[src/pkg/rmsq_defines.vh]
`ifndef RMSQ_DEFINES_VH
`define RMSQ_DEFINES_VH
// Register indices on the plain register port
`define RMSQ_ADDR_CFG1 8'h00
`define RMSQ_ADDR_CFG2 8'h01
`define RMSQ_ADDR_TMR1 8'h02
`define RMSQ_ADDR_TMR2 8'h03
`define RMSQ_ADDR_STAT 8'h04
// Config one field positions
`define RMSQ_C1_LAUNCH 7
`define RMSQ_C1_HALT 6
`define RMSQ_C1_IDLE_PWR 5
`define RMSQ_C1_START_HI 4
`define RMSQ_C1_START_LO 3
`define RMSQ_C1_LOW_PWR 2
`define RMSQ_C1_IDLE_EXIT 1
`define RMSQ_C1_TX_EXIT 0
// Config two field positions
`define RMSQ_C2_RX_HI 7
`define RMSQ_C2_RX_LO 5
`define RMSQ_C2_TO_HI 4
`define RMSQ_C2_TO_LO 3
`define RMSQ_C2_PD_HI 2
`define RMSQ_C2_PD_LO 0
// Timer register fields: step in [9:8], multiplier in [7:0]
`define RMSQ_T_STEP_HI 9
`define RMSQ_T_STEP_LO 8
`define RMSQ_T_MULT_HI 7
`define RMSQ_T_MULT_LO 0
// Reset values
`define RMSQ_CFG1_RST 8'h00
`define RMSQ_CFG2_RST 8'h00
`define RMSQ_TMR_RST 10'h000
// Chip mode codes
`define RMSQ_MODE_SLEEP 3'h0
`define RMSQ_MODE_STBY 3'h1
`define RMSQ_MODE_SYNTH 3'h2
`define RMSQ_MODE_TX 3'h3
`define RMSQ_MODE_RX 3'h4
// Start exit codes
`define RMSQ_SX_LPSEL 2'h0
`define RMSQ_SX_RX 2'h1
`define RMSQ_SX_TX 2'h2
`define RMSQ_SX_TX_LVL 2'h3
// Receive exit codes
`define RMSQ_RX_PLD_PKT 3'h1
`define RMSQ_RX_PLD_LP 3'h2
`define RMSQ_RX_CRC_PKT 3'h3
`define RMSQ_RX_LVL_OFF 3'h4
`define RMSQ_RX_SYNC_OFF 3'h5
`define RMSQ_RX_PRE_OFF 3'h6
// Timeout exit codes
`define RMSQ_TO_RESTART 2'h0
`define RMSQ_TO_TX 2'h1
`define RMSQ_TO_LPSEL 2'h2
`define RMSQ_TO_OFF 2'h3
// Packet-done exit codes
`define RMSQ_PD_OFF 3'h0
`define RMSQ_PD_TX_EMPTY 3'h1
`define RMSQ_PD_LPSEL 3'h2
`define RMSQ_PD_RX_SYNTH 3'h3
`define RMSQ_PD_RX 3'h4
// Timer step codes
`define RMSQ_STEP_OFF 2'h0
`define RMSQ_STEP_SHORT 2'h1
`define RMSQ_STEP_MID 2'h2
`define RMSQ_STEP_LONG 2'h3
// Timer steps, in ns, and clock period in ns
`define RMSQ_CLK_NS 5
`define RMSQ_STEP_SHORT_NS 64000
`define RMSQ_STEP_MID_NS 4100000
`define RMSQ_STEP_LONG_NS 262000000
`endif

[src/verilog/rmsq_step_timer.v]
`include "rmsq_defines.vh"
// One sequencer timer: step size times multiplier, counted in clock cycles
module rmsq_step_timer #(
  parameter [27:0] SHORT_CYC = 28'h0003200,
  parameter [27:0] MID_CYC = 28'h00C8320,
  parameter [27:0] LONG_CYC = 28'h31F7E60
) (
  input wire sys_clk_i,
  input wire rst_i,
  input wire arm_i,
  input wire stop_i,
  input wire [1:0] step_i,
  input wire [7:0] mult_i,
  output wire fire_o,
  output wire running_o
);
  reg [27:0] tick_reg;
  reg [7:0] mult_cnt_reg;
  reg run_reg;
  reg [27:0] step_cyc;
  wire step_end;
  wire last_step;

  // Decode step size; disabled or zero multiplier never fires
  always @* begin
    case (step_i)
      `RMSQ_STEP_SHORT: step_cyc = SHORT_CYC;
      `RMSQ_STEP_MID: step_cyc = MID_CYC;
      `RMSQ_STEP_LONG: step_cyc = LONG_CYC;
      default: step_cyc = 28'h0000000;
    endcase
  end

  assign step_end = run_reg && (tick_reg + 28'h0000001 >= step_cyc);
  assign last_step = (mult_cnt_reg + 8'h01 >= mult_i);
  assign fire_o = step_end && last_step;
  assign running_o = run_reg;

  // Count steps; arming restarts the interval from zero
  always @(posedge sys_clk_i) begin
    if (rst_i || stop_i) begin
      run_reg <= 1'b0;
      tick_reg <= 28'h0000000;
      mult_cnt_reg <= 8'h00;
    end else if (arm_i) begin
      run_reg <= (step_i != `RMSQ_STEP_OFF) && (mult_i != 8'h00);
      tick_reg <= 28'h0000000;
      mult_cnt_reg <= 8'h00;
    end else if (step_end) begin
      tick_reg <= 28'h0000000;
      mult_cnt_reg <= last_step ? 8'h00 : mult_cnt_reg + 8'h01;
      run_reg <= !last_step;
    end else if (run_reg) begin
      tick_reg <= tick_reg + 28'h0000001;
    end
  end
endmodule // rmsq_step_timer

[src/verilog/rmsq_sequencer.v]
// Contract
// - Launch only from Sleep or Standby
// - Halt forces off from any state
// - Acts only in FSK/OOK modulation
// - Off via low-power selection restores initial mode
// - Idle holds Standby or Sleep per bit
// - Idle exits on timer one only
// - Packet-received keeps receiver on
// - Start exit select picks first state
// - Low-power choice picks off or idle
// - Record initial mode at launch
// - Transmit exits on frame sent
// - Receive exit code picks event and target
// - Bad check with code 011 means timeout
// - Timer two leaves receive always
// - Timeout exit select picks next state
// - Three wait timeouts raise receive timeout
// - Packet-done exit select picks next state
// - Timers alternate after launch
// - Step code decodes timer resolution
//
// Design decisions made here: the placing of the registers and the strobed register port.
`include "rmsq_defines.vh"
module rmsq_sequencer (
  input wire sys_clk_i,
  input wire rst_i,
  input wire [7:0] reg_addr_i,
  input wire [15:0] reg_wdata_i,
  input wire reg_wr_i,
  input wire reg_rd_i,
  output reg [15:0] reg_rdata_o,
  input wire fsk_mode_i,
  input wire [2:0] chip_mode_i,
  input wire crc_enable_i,
  input wire bad_check_auto_flush_i,
  input wire frame_sent_event_i,
  input wire payload_ready_event_i,
  input wire check_good_event_i,
  input wire level_event_i,
  input wire sync_match_event_i,
  input wire preamble_seen_event_i,
  input wire queue_level_event_i,
  input wire queue_drained_event_i,
  input wire level_wait_timeout_i,
  input wire preamble_wait_timeout_i,
  input wire sync_wait_timeout_i,
  output reg [2:0] mode_cmd_o,
  output reg mode_cmd_valid_o,
  output reg receiver_relaunch_o,
  output wire timer_one_event_o,
  output wire timer_two_event_o,
  output wire [2:0] seq_state_o
);
  // Cycle counts for the timer steps (shortest is well over 4096 cycles)
  localparam [31:0] SHORT_CYC_W = `RMSQ_STEP_SHORT_NS / `RMSQ_CLK_NS;
  localparam [31:0] MID_CYC_W = `RMSQ_STEP_MID_NS / `RMSQ_CLK_NS;
  localparam [31:0] LONG_CYC_W = `RMSQ_STEP_LONG_NS / `RMSQ_CLK_NS;
  // All three fit in 28 bits, so the top bits are cut on purpose
  localparam [27:0] SHORT_CYC = SHORT_CYC_W[27:0];
  localparam [27:0] MID_CYC = MID_CYC_W[27:0];
  localparam [27:0] LONG_CYC = LONG_CYC_W[27:0];

  // Sequencer states
  localparam [2:0] ST_OFF = 3'h0;
  localparam [2:0] ST_IDLE = 3'h1;
  localparam [2:0] ST_TX = 3'h2;
  localparam [2:0] ST_RX = 3'h3;
  localparam [2:0] ST_PKT = 3'h4;
  localparam [2:0] ST_LPSEL = 3'h5;
  localparam [2:0] ST_TIMEOUT = 3'h6;
  localparam [2:0] ST_WAIT_LVL = 3'h7;

  reg [7:0] cfg1_reg;
  reg [7:0] cfg2_reg;
  reg [9:0] tmr1_reg;
  reg [9:0] tmr2_reg;
  reg [2:0] state_reg;
  reg [2:0] state_next;
  reg init_sleep_reg;
  reg synth_hop_reg;
  reg synth_hop_next;
  reg relaunch_next;
  reg [2:0] mode_next;
  reg mode_valid_next;
  reg armed_launch;
  wire launch_cmd;
  wire halt_cmd;
  wire rx_timeout;
  wire t1_fire;
  wire t2_fire;
  wire t1_arm;
  wire t2_arm;
  wire low_power_now;
  wire [1:0] start_sel;
  wire [2:0] rx_sel;
  wire [1:0] to_sel;
  wire [2:0] pd_sel;
  wire [2:0] idle_mode;
  wire [2:0] init_mode;

  // Launch and halt are write-one command bits, never stored
  assign launch_cmd = reg_wr_i && (reg_addr_i == `RMSQ_ADDR_CFG1) &&
                      reg_wdata_i[`RMSQ_C1_LAUNCH];
  assign halt_cmd = reg_wr_i && (reg_addr_i == `RMSQ_ADDR_CFG1) &&
                    reg_wdata_i[`RMSQ_C1_HALT];
  assign low_power_now = (chip_mode_i == `RMSQ_MODE_SLEEP) ||
                         (chip_mode_i == `RMSQ_MODE_STBY);
  // Start exit rides in the launch write itself; the stored copy is a cycle late
  assign start_sel = reg_wdata_i[`RMSQ_C1_START_HI:`RMSQ_C1_START_LO];
  assign rx_sel = cfg2_reg[`RMSQ_C2_RX_HI:`RMSQ_C2_RX_LO];
  assign to_sel = cfg2_reg[`RMSQ_C2_TO_HI:`RMSQ_C2_TO_LO];
  assign pd_sel = cfg2_reg[`RMSQ_C2_PD_HI:`RMSQ_C2_PD_LO];
  assign idle_mode = cfg1_reg[`RMSQ_C1_IDLE_PWR] ? `RMSQ_MODE_SLEEP
                                                 : `RMSQ_MODE_STBY;
  assign init_mode = init_sleep_reg ? `RMSQ_MODE_SLEEP : `RMSQ_MODE_STBY;
  assign rx_timeout = level_wait_timeout_i || preamble_wait_timeout_i ||
                      sync_wait_timeout_i;

  // Launch is honoured only from a low-power mode in FSK/OOK
  always @* begin
    armed_launch = launch_cmd && !halt_cmd && low_power_now && fsk_mode_i;
  end

  // Timer one restarts on launch or timer two; timer two on timer one
  assign t1_arm = armed_launch || t2_fire;
  assign t2_arm = t1_fire;
  assign timer_one_event_o = t1_fire;
  assign timer_two_event_o = t2_fire;
  assign seq_state_o = state_reg;

  // The timers run on their own, whatever state the sequencer is in
  rmsq_step_timer #(
    .SHORT_CYC(SHORT_CYC),
    .MID_CYC(MID_CYC),
    .LONG_CYC(LONG_CYC)
  ) u_timer_one (
    .sys_clk_i(sys_clk_i),
    .rst_i(rst_i),
    .arm_i(t1_arm),
    .stop_i(halt_cmd || !fsk_mode_i),
    .step_i(tmr1_reg[`RMSQ_T_STEP_HI:`RMSQ_T_STEP_LO]),
    .mult_i(tmr1_reg[`RMSQ_T_MULT_HI:`RMSQ_T_MULT_LO]),
    .fire_o(t1_fire),
    .running_o()
  );

  rmsq_step_timer #(
    .SHORT_CYC(SHORT_CYC),
    .MID_CYC(MID_CYC),
    .LONG_CYC(LONG_CYC)
  ) u_timer_two (
    .sys_clk_i(sys_clk_i),
    .rst_i(rst_i),
    .arm_i(t2_arm),
    .stop_i(halt_cmd || !fsk_mode_i),
    .step_i(tmr2_reg[`RMSQ_T_STEP_HI:`RMSQ_T_STEP_LO]),
    .mult_i(tmr2_reg[`RMSQ_T_MULT_HI:`RMSQ_T_MULT_LO]),
    .fire_o(t2_fire),
    .running_o()
  );

  // Register writes; command bits are not kept in config one
  always @(posedge sys_clk_i) begin
    if (rst_i) begin
      cfg1_reg <= `RMSQ_CFG1_RST;
      cfg2_reg <= `RMSQ_CFG2_RST;
      tmr1_reg <= `RMSQ_TMR_RST;
      tmr2_reg <= `RMSQ_TMR_RST;
    end else if (reg_wr_i) begin
      case (reg_addr_i)
        `RMSQ_ADDR_CFG1: begin
          cfg1_reg <= {2'h0, reg_wdata_i[`RMSQ_C1_IDLE_PWR:`RMSQ_C1_TX_EXIT]};
        end
        `RMSQ_ADDR_CFG2: begin
          cfg2_reg <= reg_wdata_i[`RMSQ_C2_RX_HI:`RMSQ_C2_PD_LO];
        end
        `RMSQ_ADDR_TMR1: begin
          tmr1_reg <= reg_wdata_i[`RMSQ_T_STEP_HI:`RMSQ_T_MULT_LO];
        end
        `RMSQ_ADDR_TMR2: begin
          tmr2_reg <= reg_wdata_i[`RMSQ_T_STEP_HI:`RMSQ_T_MULT_LO];
        end
        default: begin
        end
      endcase
    end
  end

  // Read data one cycle after the strobe; unmapped reads return zero
  always @(posedge sys_clk_i) begin
    if (rst_i) begin
      reg_rdata_o <= 16'h0000;
    end else if (reg_rd_i) begin
      case (reg_addr_i)
        `RMSQ_ADDR_CFG1: reg_rdata_o <= {8'h00, cfg1_reg};
        `RMSQ_ADDR_CFG2: reg_rdata_o <= {8'h00, cfg2_reg};
        `RMSQ_ADDR_TMR1: reg_rdata_o <= {6'h00, tmr1_reg};
        `RMSQ_ADDR_TMR2: reg_rdata_o <= {6'h00, tmr2_reg};
        `RMSQ_ADDR_STAT: reg_rdata_o <= {11'h000, init_sleep_reg, 1'b0, state_reg};
        default: reg_rdata_o <= 16'h0000;
      endcase
    end else begin
      reg_rdata_o <= 16'h0000;
    end
  end

  // Next state and mode request; halt outranks every other cause
  always @* begin
    state_next = state_reg;
    mode_next = mode_cmd_o;
    mode_valid_next = 1'b0;
    relaunch_next = 1'b0;
    synth_hop_next = 1'b0;
    if (halt_cmd || !fsk_mode_i) begin
      state_next = ST_OFF;
    end else begin
      case (state_reg)
        ST_OFF: begin
          if (armed_launch) begin
            case (start_sel)
              `RMSQ_SX_LPSEL: state_next = ST_LPSEL;
              `RMSQ_SX_RX: state_next = ST_RX;
              `RMSQ_SX_TX: state_next = ST_TX;
              default: state_next = ST_WAIT_LVL;
            endcase
          end
        end
        ST_WAIT_LVL: begin
          if (queue_level_event_i) begin
            state_next = ST_TX;
          end
        end
        ST_LPSEL: begin
          if (cfg1_reg[`RMSQ_C1_LOW_PWR]) begin
            state_next = ST_IDLE;
            mode_next = idle_mode;
          end else begin
            state_next = ST_OFF;
            mode_next = init_mode;
          end
          mode_valid_next = 1'b1;
        end
        ST_IDLE: begin
          if (t1_fire) begin
            state_next = cfg1_reg[`RMSQ_C1_IDLE_EXIT] ? ST_RX : ST_TX;
          end
        end
        ST_TX: begin
          if (frame_sent_event_i) begin
            state_next = cfg1_reg[`RMSQ_C1_TX_EXIT] ? ST_RX : ST_LPSEL;
          end
        end
        ST_RX: begin
          if (t2_fire) begin
            state_next = ST_LPSEL;
          end else if (rx_timeout) begin
            state_next = ST_TIMEOUT;
          end else begin
            case (rx_sel)
              `RMSQ_RX_PLD_PKT: if (payload_ready_event_i) state_next = ST_PKT;
              `RMSQ_RX_PLD_LP: if (payload_ready_event_i) state_next = ST_LPSEL;
              `RMSQ_RX_CRC_PKT: begin
                if (check_good_event_i) begin
                  state_next = ST_PKT;
                end else if (payload_ready_event_i && crc_enable_i &&
                             !bad_check_auto_flush_i) begin
                  state_next = ST_TIMEOUT;
                end
              end
              `RMSQ_RX_LVL_OFF: if (level_event_i) state_next = ST_OFF;
              `RMSQ_RX_SYNC_OFF: if (sync_match_event_i) state_next = ST_OFF;
              `RMSQ_RX_PRE_OFF: if (preamble_seen_event_i) state_next = ST_OFF;
              default: state_next = ST_RX;
            endcase
          end
        end
        ST_TIMEOUT: begin
          case (to_sel)
            `RMSQ_TO_RESTART: begin
              state_next = ST_RX;
              relaunch_next = 1'b1;
            end
            `RMSQ_TO_TX: state_next = ST_TX;
            `RMSQ_TO_LPSEL: state_next = ST_LPSEL;
            default: state_next = ST_OFF;
          endcase
        end
        ST_PKT: begin
          case (pd_sel)
            `RMSQ_PD_OFF: state_next = ST_OFF;
            `RMSQ_PD_TX_EMPTY: if (queue_drained_event_i) state_next = ST_TX;
            `RMSQ_PD_LPSEL: state_next = ST_LPSEL;
            `RMSQ_PD_RX_SYNTH: begin
              state_next = ST_RX;
              synth_hop_next = 1'b1;
            end
            `RMSQ_PD_RX: state_next = ST_RX;
            default: state_next = ST_PKT;
          endcase
        end
        default: state_next = ST_OFF;
      endcase
    end
    // Active states command their chip mode on entry
    if (state_next != state_reg) begin
      if (state_next == ST_TX) begin
        mode_next = `RMSQ_MODE_TX;
        mode_valid_next = 1'b1;
      end else if (state_next == ST_RX) begin
        mode_next = synth_hop_next ? `RMSQ_MODE_SYNTH : `RMSQ_MODE_RX;
        mode_valid_next = 1'b1;
      end
    end
    // Synth hop finishes in receive mode on the next cycle
    if (synth_hop_reg && state_reg == ST_RX && state_next == ST_RX) begin
      mode_next = `RMSQ_MODE_RX;
      mode_valid_next = 1'b1;
    end
  end

  // State, initial mode and mode command registers
  always @(posedge sys_clk_i) begin
    if (rst_i) begin
      state_reg <= ST_OFF;
      init_sleep_reg <= 1'b0;
      synth_hop_reg <= 1'b0;
      mode_cmd_o <= `RMSQ_MODE_STBY;
      mode_cmd_valid_o <= 1'b0;
      receiver_relaunch_o <= 1'b0;
    end else begin
      state_reg <= state_next;
      synth_hop_reg <= synth_hop_next;
      mode_cmd_o <= mode_next;
      mode_cmd_valid_o <= mode_valid_next;
      receiver_relaunch_o <= relaunch_next;
      if (armed_launch && state_reg == ST_OFF) begin
        init_sleep_reg <= (chip_mode_i == `RMSQ_MODE_SLEEP);
      end
    end
  end
  // Packet-received issues no command, so the receiver stays on
endmodule // rmsq_sequencer

[config.mk]
export PLATFORM = sky130hd
export DESIGN_NAME = rmsq_sequencer
export DESIGN_NICKNAME = d
export VERILOG_FILES = /design/src/verilog/rmsq_step_timer.v /design/src/verilog/rmsq_sequencer.v
export VERILOG_INCLUDE_DIRS = /design/src /design/src/pkg
export SDC_FILE = /design/constraint.sdc
export NUM_CORES = 1
export LEC_CHECK = 0
export BUFFER_PORTS_ARGS = -buffer_cell sky130_fd_sc_hd__buf_2
export CAP_MARGIN = 20
export CORE_MARGIN = 2
export CORE_UTILIZATION = 55
export DETAILED_ROUTE_END_ITERATION = 8
export PLACE_DENSITY = 0.8
export SETUP_SLACK_MARGIN = 0.15
export SYNTH_ARGS = -nofsm -noshare
export SYNTH_HDL_FRONTEND = slang
export SYNTH_SLANG_ARGS = --single-unit
[constraint.sdc]
create_clock -name sys_clk_i -period 11.2 [get_ports sys_clk_i]
set_input_delay 2.8 -clock sys_clk_i [delete_from_list [all_inputs] [get_ports sys_clk_i]]
set_output_delay 2.8 -clock sys_clk_i [all_outputs]
set_load 0.03 [all_outputs]
Yosys cells after proc, flatten, opt, wreduce, memory -nomap -nowiden

Cells that the tools add are included.

Bits in writable memories: 0
Input port bits: 45
Output and inout port bits: 26
Register bits: 134
Memories: 0
ROM bits: 0
Word-level logic and storage cells: 167
Bits in latches: 0

Equality and inequality tests: 35
Bitwise logic cells: 2
Muxes and demuxes: 52
Add/subtract/negate cells: 4
Reductions and logical operators: 52
Div/mod/pow operators: 0
Shifts and indexed selects: 0
Multiply operators: 0
Magnitude comparators: 4

Operators with widths:

| kind                                                 | number |
|---|---|
| case mux 26 bit (3 select lines)                     | 2 |
| two-way mux 3 bit                                    | 23 |
| adder 28 x 1 -> 28 bit (second input constant)       | 2 |
| >= comparator 28 x 26 -> 1 bit                       | 2 |
| case mux 10 bit (5 select lines)                     | 1 |
| equality test 3 x 2 -> 1 bit (second input constant) | 8 |
| equality test 3 bit (second input constant)          | 8 |
| case mux 3 bit (8 select lines)                      | 1 |
| two-way mux 1 bit                                    | 19 |
| case mux 3 bit (3 select lines)                      | 2 |
| case mux 3 bit (6 select lines)                      | 1 |
| logical AND 1 bit                                    | 17 |
| adder 8 x 1 -> 8 bit (second input constant)         | 2 |
| equality test 8 x 2 -> 1 bit (second input constant) | 2 |
| >= comparator 8 bit                                  | 2 |
| two-way mux 8 bit                                    | 2 |
| nonzero test 8 bit                                   | 2 |
| equality test 2 bit (second input constant)          | 6 |
| equality test 3 x 1 -> 1 bit (second input constant) | 4 |
| case mux 3 bit (4 select lines)                      | 1 |
| OR reduction 2 bit                                   | 5 |
| zero test 3 bit                                      | 3 |
| OR reduction 3 bit                                   | 3 |
| equality test 2 x 1 -> 1 bit (second input constant) | 4 |
| 10 further kinds                                     | 27 |

Longest topological paths before layout

Word-level depth: 15
Gate-level depth with buffers: 20
Gate-level depth less buffers: 17

Hierarchy

Synthesis repeated with hierarchy kept, for this count alone.

Cells, all modules: 1030
Area total of the unflattened synthesis: 8579.5 sq um

Modules (own cells, without submodules):

| module                        | cells each | times used | area each (sq um) | sequential area each (sq um) |
|---|---|---|---|---|
| rmsq_sequencer                | 347        | 1          | 2956.6            | 1081.0 |
| rmsq_step_timer (u_timer_one) | 350        | 1          | 2834.0            | 740.7 |
| rmsq_step_timer (u_timer_two) | 333        | 1          | 2788.9            | 740.7 |

Least setup slack after synthesis

Ideal clock, no wire load.

Kind: reg-to-output
From: register u_timer_one.tick_reg[0]
To: output timer_one_event_o
Path buffers: 1
Stages on the path, launching flop included: 16
Data required time: 8.400 ns
Data arrival time: 3.572 ns
Slack: 4.828 ns
Cells stage by stage: dfxtp_1 -> ha_1 -> nand4_1 -> nor4_1 -> and3_1 -> and3_1 -> xor2_1 -> ha_1 -> and3_1 -> a221o_1 -> a21oi_1 -> a31oi_1 -> o311ai_1 -> buf_2 -> nand2b_1 -> inv_1

Longest elaborated chain between the ends: 4

Ends and longest elaborated chain:

| what                           | RTL line             | source |
|---|---|---|
| from (decl)                    | rmsq_step_timer.v:17 | `reg [27:0] tick_reg;` |
| from (signal assigned)         | rmsq_step_timer.v:54 | `tick_reg <= tick_reg + 28'h0000001;` |
| adder 28 x 1 -> 28 bit         | rmsq_step_timer.v:34 | `assign step_end = run_reg && (tick_reg + 28'h0000001 >= step_cyc);` |
| >= comparator 28 x 26 -> 1 bit | rmsq_step_timer.v:34 |  |
| logical AND 1 bit              | rmsq_step_timer.v:34 |  |
| logical AND 1 bit              | rmsq_step_timer.v:36 | `assign fire_o = step_end && last_step;` |
| to (decl)                      | rmsq_sequencer.v:50  | `output wire timer_one_event_o,` |

Every way passes these cells.

Worst setup path after layout

Ends and elaborated chain as after synthesis.

==> results.yml <==
drt:
  drc_errors: 0
  drt_first_iter_violations: 795
  drtAntennaViolNets: 0
  vias: 7524
  drt-wirelength-per-cell_um: 16.66
  dr.pass1.iters: 5
  routed_wl_mm: 20.92
  routed_via_density: 5.990
yosys:
  synth.area.top_cells: "dfxtp_1 (31%), ha_1 (8.4%), nor2_1 (6.8%), xor2_1 (6.3%), xnor2_1 (5.0%)"
  avgSynthCellArea_um2: 7.974
  yosysWarnings: 0
  yosys_register_bits: 128
  synth.most_common_cell: "nor2_1"
  synth_top_area_cell: "dfxtp_1"
  yosysSeqAreaShare: 0.3135
  synthFlopType: "dfxtp_1"
  netlist-cell-type-count: 76
  synthArstFlopShare: 0
  synth-edff-count: 0
  syn_inst: 1025
  yosys.area.top_type_share: 0.3135
  netlist_area_um2: 8173
  synth_common_cells: "nor2_1 (149), dfxtp_1 (128), nand2_1 (100)"
cts:
  cts_tree: "done"
  clkTransAtPathRegs_ns: 0.06
  hold_buffers: 0
  root_buffer: "clkbuf_16"
  cts_resized: 0
  clock_sinks: 128
  htree_levels: 4
  cts_setup_buffers: 0
  cts_max_path_buffers: 2
  clock_latency_ns: 0.42
  cts_buffers: 17
power:
  powerDensity_nw_per_um2: 119.3
  p_int_mw: 0.8595
  power.leakage_nw: 3.695
  clockPowerShare: 0.553
  p_switching_mw: 0.2332
  seq_power_share: 0.417
  swShare: 0.2134
  p_total_mw: 1.093
  vdd_ir_drop_max_uv: 135.4
  combPwrFrac: 0.030
cells_and_area:
  num-fill-cells: 1265
  drive_gt1_frac: 0.1094
  areaGrowthSynthToFinish_pct: 12.08
  fin_util: 0.6303
  final_cells: 1256
  nets: 1156
  fin_area_um2: 9160
global_route:
  antenna_found_initial: 3
  grt_pass1_wl_mm: 34.25
  overflow: 0
  grt_max_degree: 44
  grt_use_total: 0.2640
  grt_pass1_vias: 7066
sta:
  slew_headroom: 0.3186
  fin_setup_tns_ns: 0
  worst_slack_ns: 3.499
  finClkSkew_ns: 0.01299
  drv_slew: 0
  rsz0062_at_grt: "no"
  period_needed_ns: 7.701
  setup_violations: 0
  fmax_mhz: 129.9
  hold_violations: 0
  hold_ws_ns: 0.4636
  fin_crit_sh: 0.6876
  tightest_slew_ns: 1.015
worst_setup_path:
  cp_common_cell: "and3_1"
  path_buf_inv: 3
  cpLargestDelayFamily: "simple AND/OR/NAND/NOR gates"
  cpPeakStageDelay_ns: 0.66
  required_ns: 8.40
  crit_path_end_kind: "output pin"
  critPathSlowestCell: "nor4_1"
  arrival_ns: 4.90
  critPathMaxFanout: 20
  path_cells: "ha_1 -> nand4_1 -> nor4_1 -> and3_1 -> and3_1 -> xor2_1 -> ha_1 -> and3_1 -> a221o_1 -> a21oi_1 -> a31oi_1 -> o311ai_2 -> buf_4 -> nand2b_1 -> inv_1 -> buf_2"
  crit_type: "reg2out"
  start_kind: "flip-flop"
place:
  dp.cells: 1220
  dp_slack_ns: 4.141
  dp_hpwl_mm: 15.07
  numPortBuffers: 58
  finalWeightedCongestion: 0.9742
  place_area_um2: 8498
floorplan:
  ios: 71
  die_area_um2: 15850
  core_um2: 14530
  die_w_um: 125.9
  rows: 44
  start_util: 0.5623
  fp.dieH_um: 125.9
run_status:
  status: "finished clean"
job:
  maxCapViolCount: 0
hold_path:
  hp-class: "reg2reg"
==> cell type report <==
type / count / area [µm²] / share of cell area
well taps: 184 / 230.2 / 0.02513
multi-input cells: 814 / 5269 / 0.5752
clock inverters: 14 / 214.0 / 0.02336
clock buffers: 18 / 429.2 / 0.04685
inverters: 33 / 123.9 / 0.01352
flip-flops and latches: 128 / 2562 / 0.2797
diodes: 3 / 7.507 / 0.0008196
repair buffers: 62 / 324.1 / 0.03538
==> power groups by stage <==
| stage | Sequential, mW | Clock, mW | Combinational, mW |
|---|---|---|---|
| 2_1_floorplan | 0.466 | 0 | 0.0192 |
| 3_3_place_gp | 0.466 | 0 | 0.0311 |
| 4_1_cts | 0.456 | 0.608 | 0.0315 |
| 6_report | 0.456 | 0.604 | 0.0327 |
| 3_5_place_dp | 0.466 | 0 | 0.0314 |
| 5_1_grt | 0.456 | 0.630 | 0.0352 |
==> cells by family after synthesis <==
family	share of synthesized area
flops	0.3135
simple gates	0.2697
xor+xnor	0.1136
fa+ha+maj	0.08420
compound gates	0.1298
other cells	0.0004588
buf+inv	0.04501
mux	0.04363
==> worst paths after layout <==
kind              cells past startpoint                         from  slack, ns                     endpoint
setup / recovery                     16      u_timer_one.tick_reg[0]       3.50            timer_one_event_o
hold / removal                        2  u_timer_one.mult_cnt_reg[7]       0.46  u_timer_one.mult_cnt_reg[7]
setup reg to reg                     17      u_timer_one.tick_reg[0]       6.06      u_timer_two.tick_reg[1]
hold reg to reg                       2  u_timer_one.mult_cnt_reg[7]       0.46  u_timer_one.mult_cnt_reg[7]
==> routing by layer <==
| metal | share of wire | global-route usage | wire length [µm] |
|---|---|---|---|
| met2 | 0.49 | 0.4532 | 10150 |
| met1 | 0.41 | 0.3153 | 8613 |
| met3 | 0.069 | 0.06924 | 1447 |
| met5 | 0 | 0 | 0 |
| met4 | 0.034 | 0.1041 | 715 |
==> worst reg2reg max path, stage by stage, from the launching register on <==
cell and delay (ns):
dfxtp_1 0.43, ha_1 0.27, nand4_1 0.22, nor4_1 0.66, and3_1 0.33, and3_1 0.19
xor2_1 0.16, ha_1 0.26, and3_1 0.17, a221o_1 0.35, a21oi_1 0.21, a31oi_1 0.13
o311ai_2 0.28, buf_4 0.28, nand2b_1 0.23, nand3_1 0.44, buf_6 0.34, nor2_1 0.13
==> layout by cell type, fill, tap and decap left out, types with 6 or more instances in the layout <==
master	Yosys	layout
xor2_1	59	59
nand3b_1	9	9
inv_1	33	33
o21ai_0	25	25
dfxtp_1	128	128
nor4_1	15	15
a21oi_1	46	46
nor2b_1	6	6
a21o_1	13	13
and3_1	20	20
nor2_1	149	149
buf_2	12	58
mux2i_1	30	30
nor3_1	23	23
nand2_1	100	100
or3_1	8	8
nand4_1	24	24
conb_1	1	6
clkbuf_16	0	17
a31oi_1	7	7
xnor2_1	47	47
ha_1	55	55
nand3_1	61	61
nand2b_1	7	7
Power figures use the tool's default switching activity.
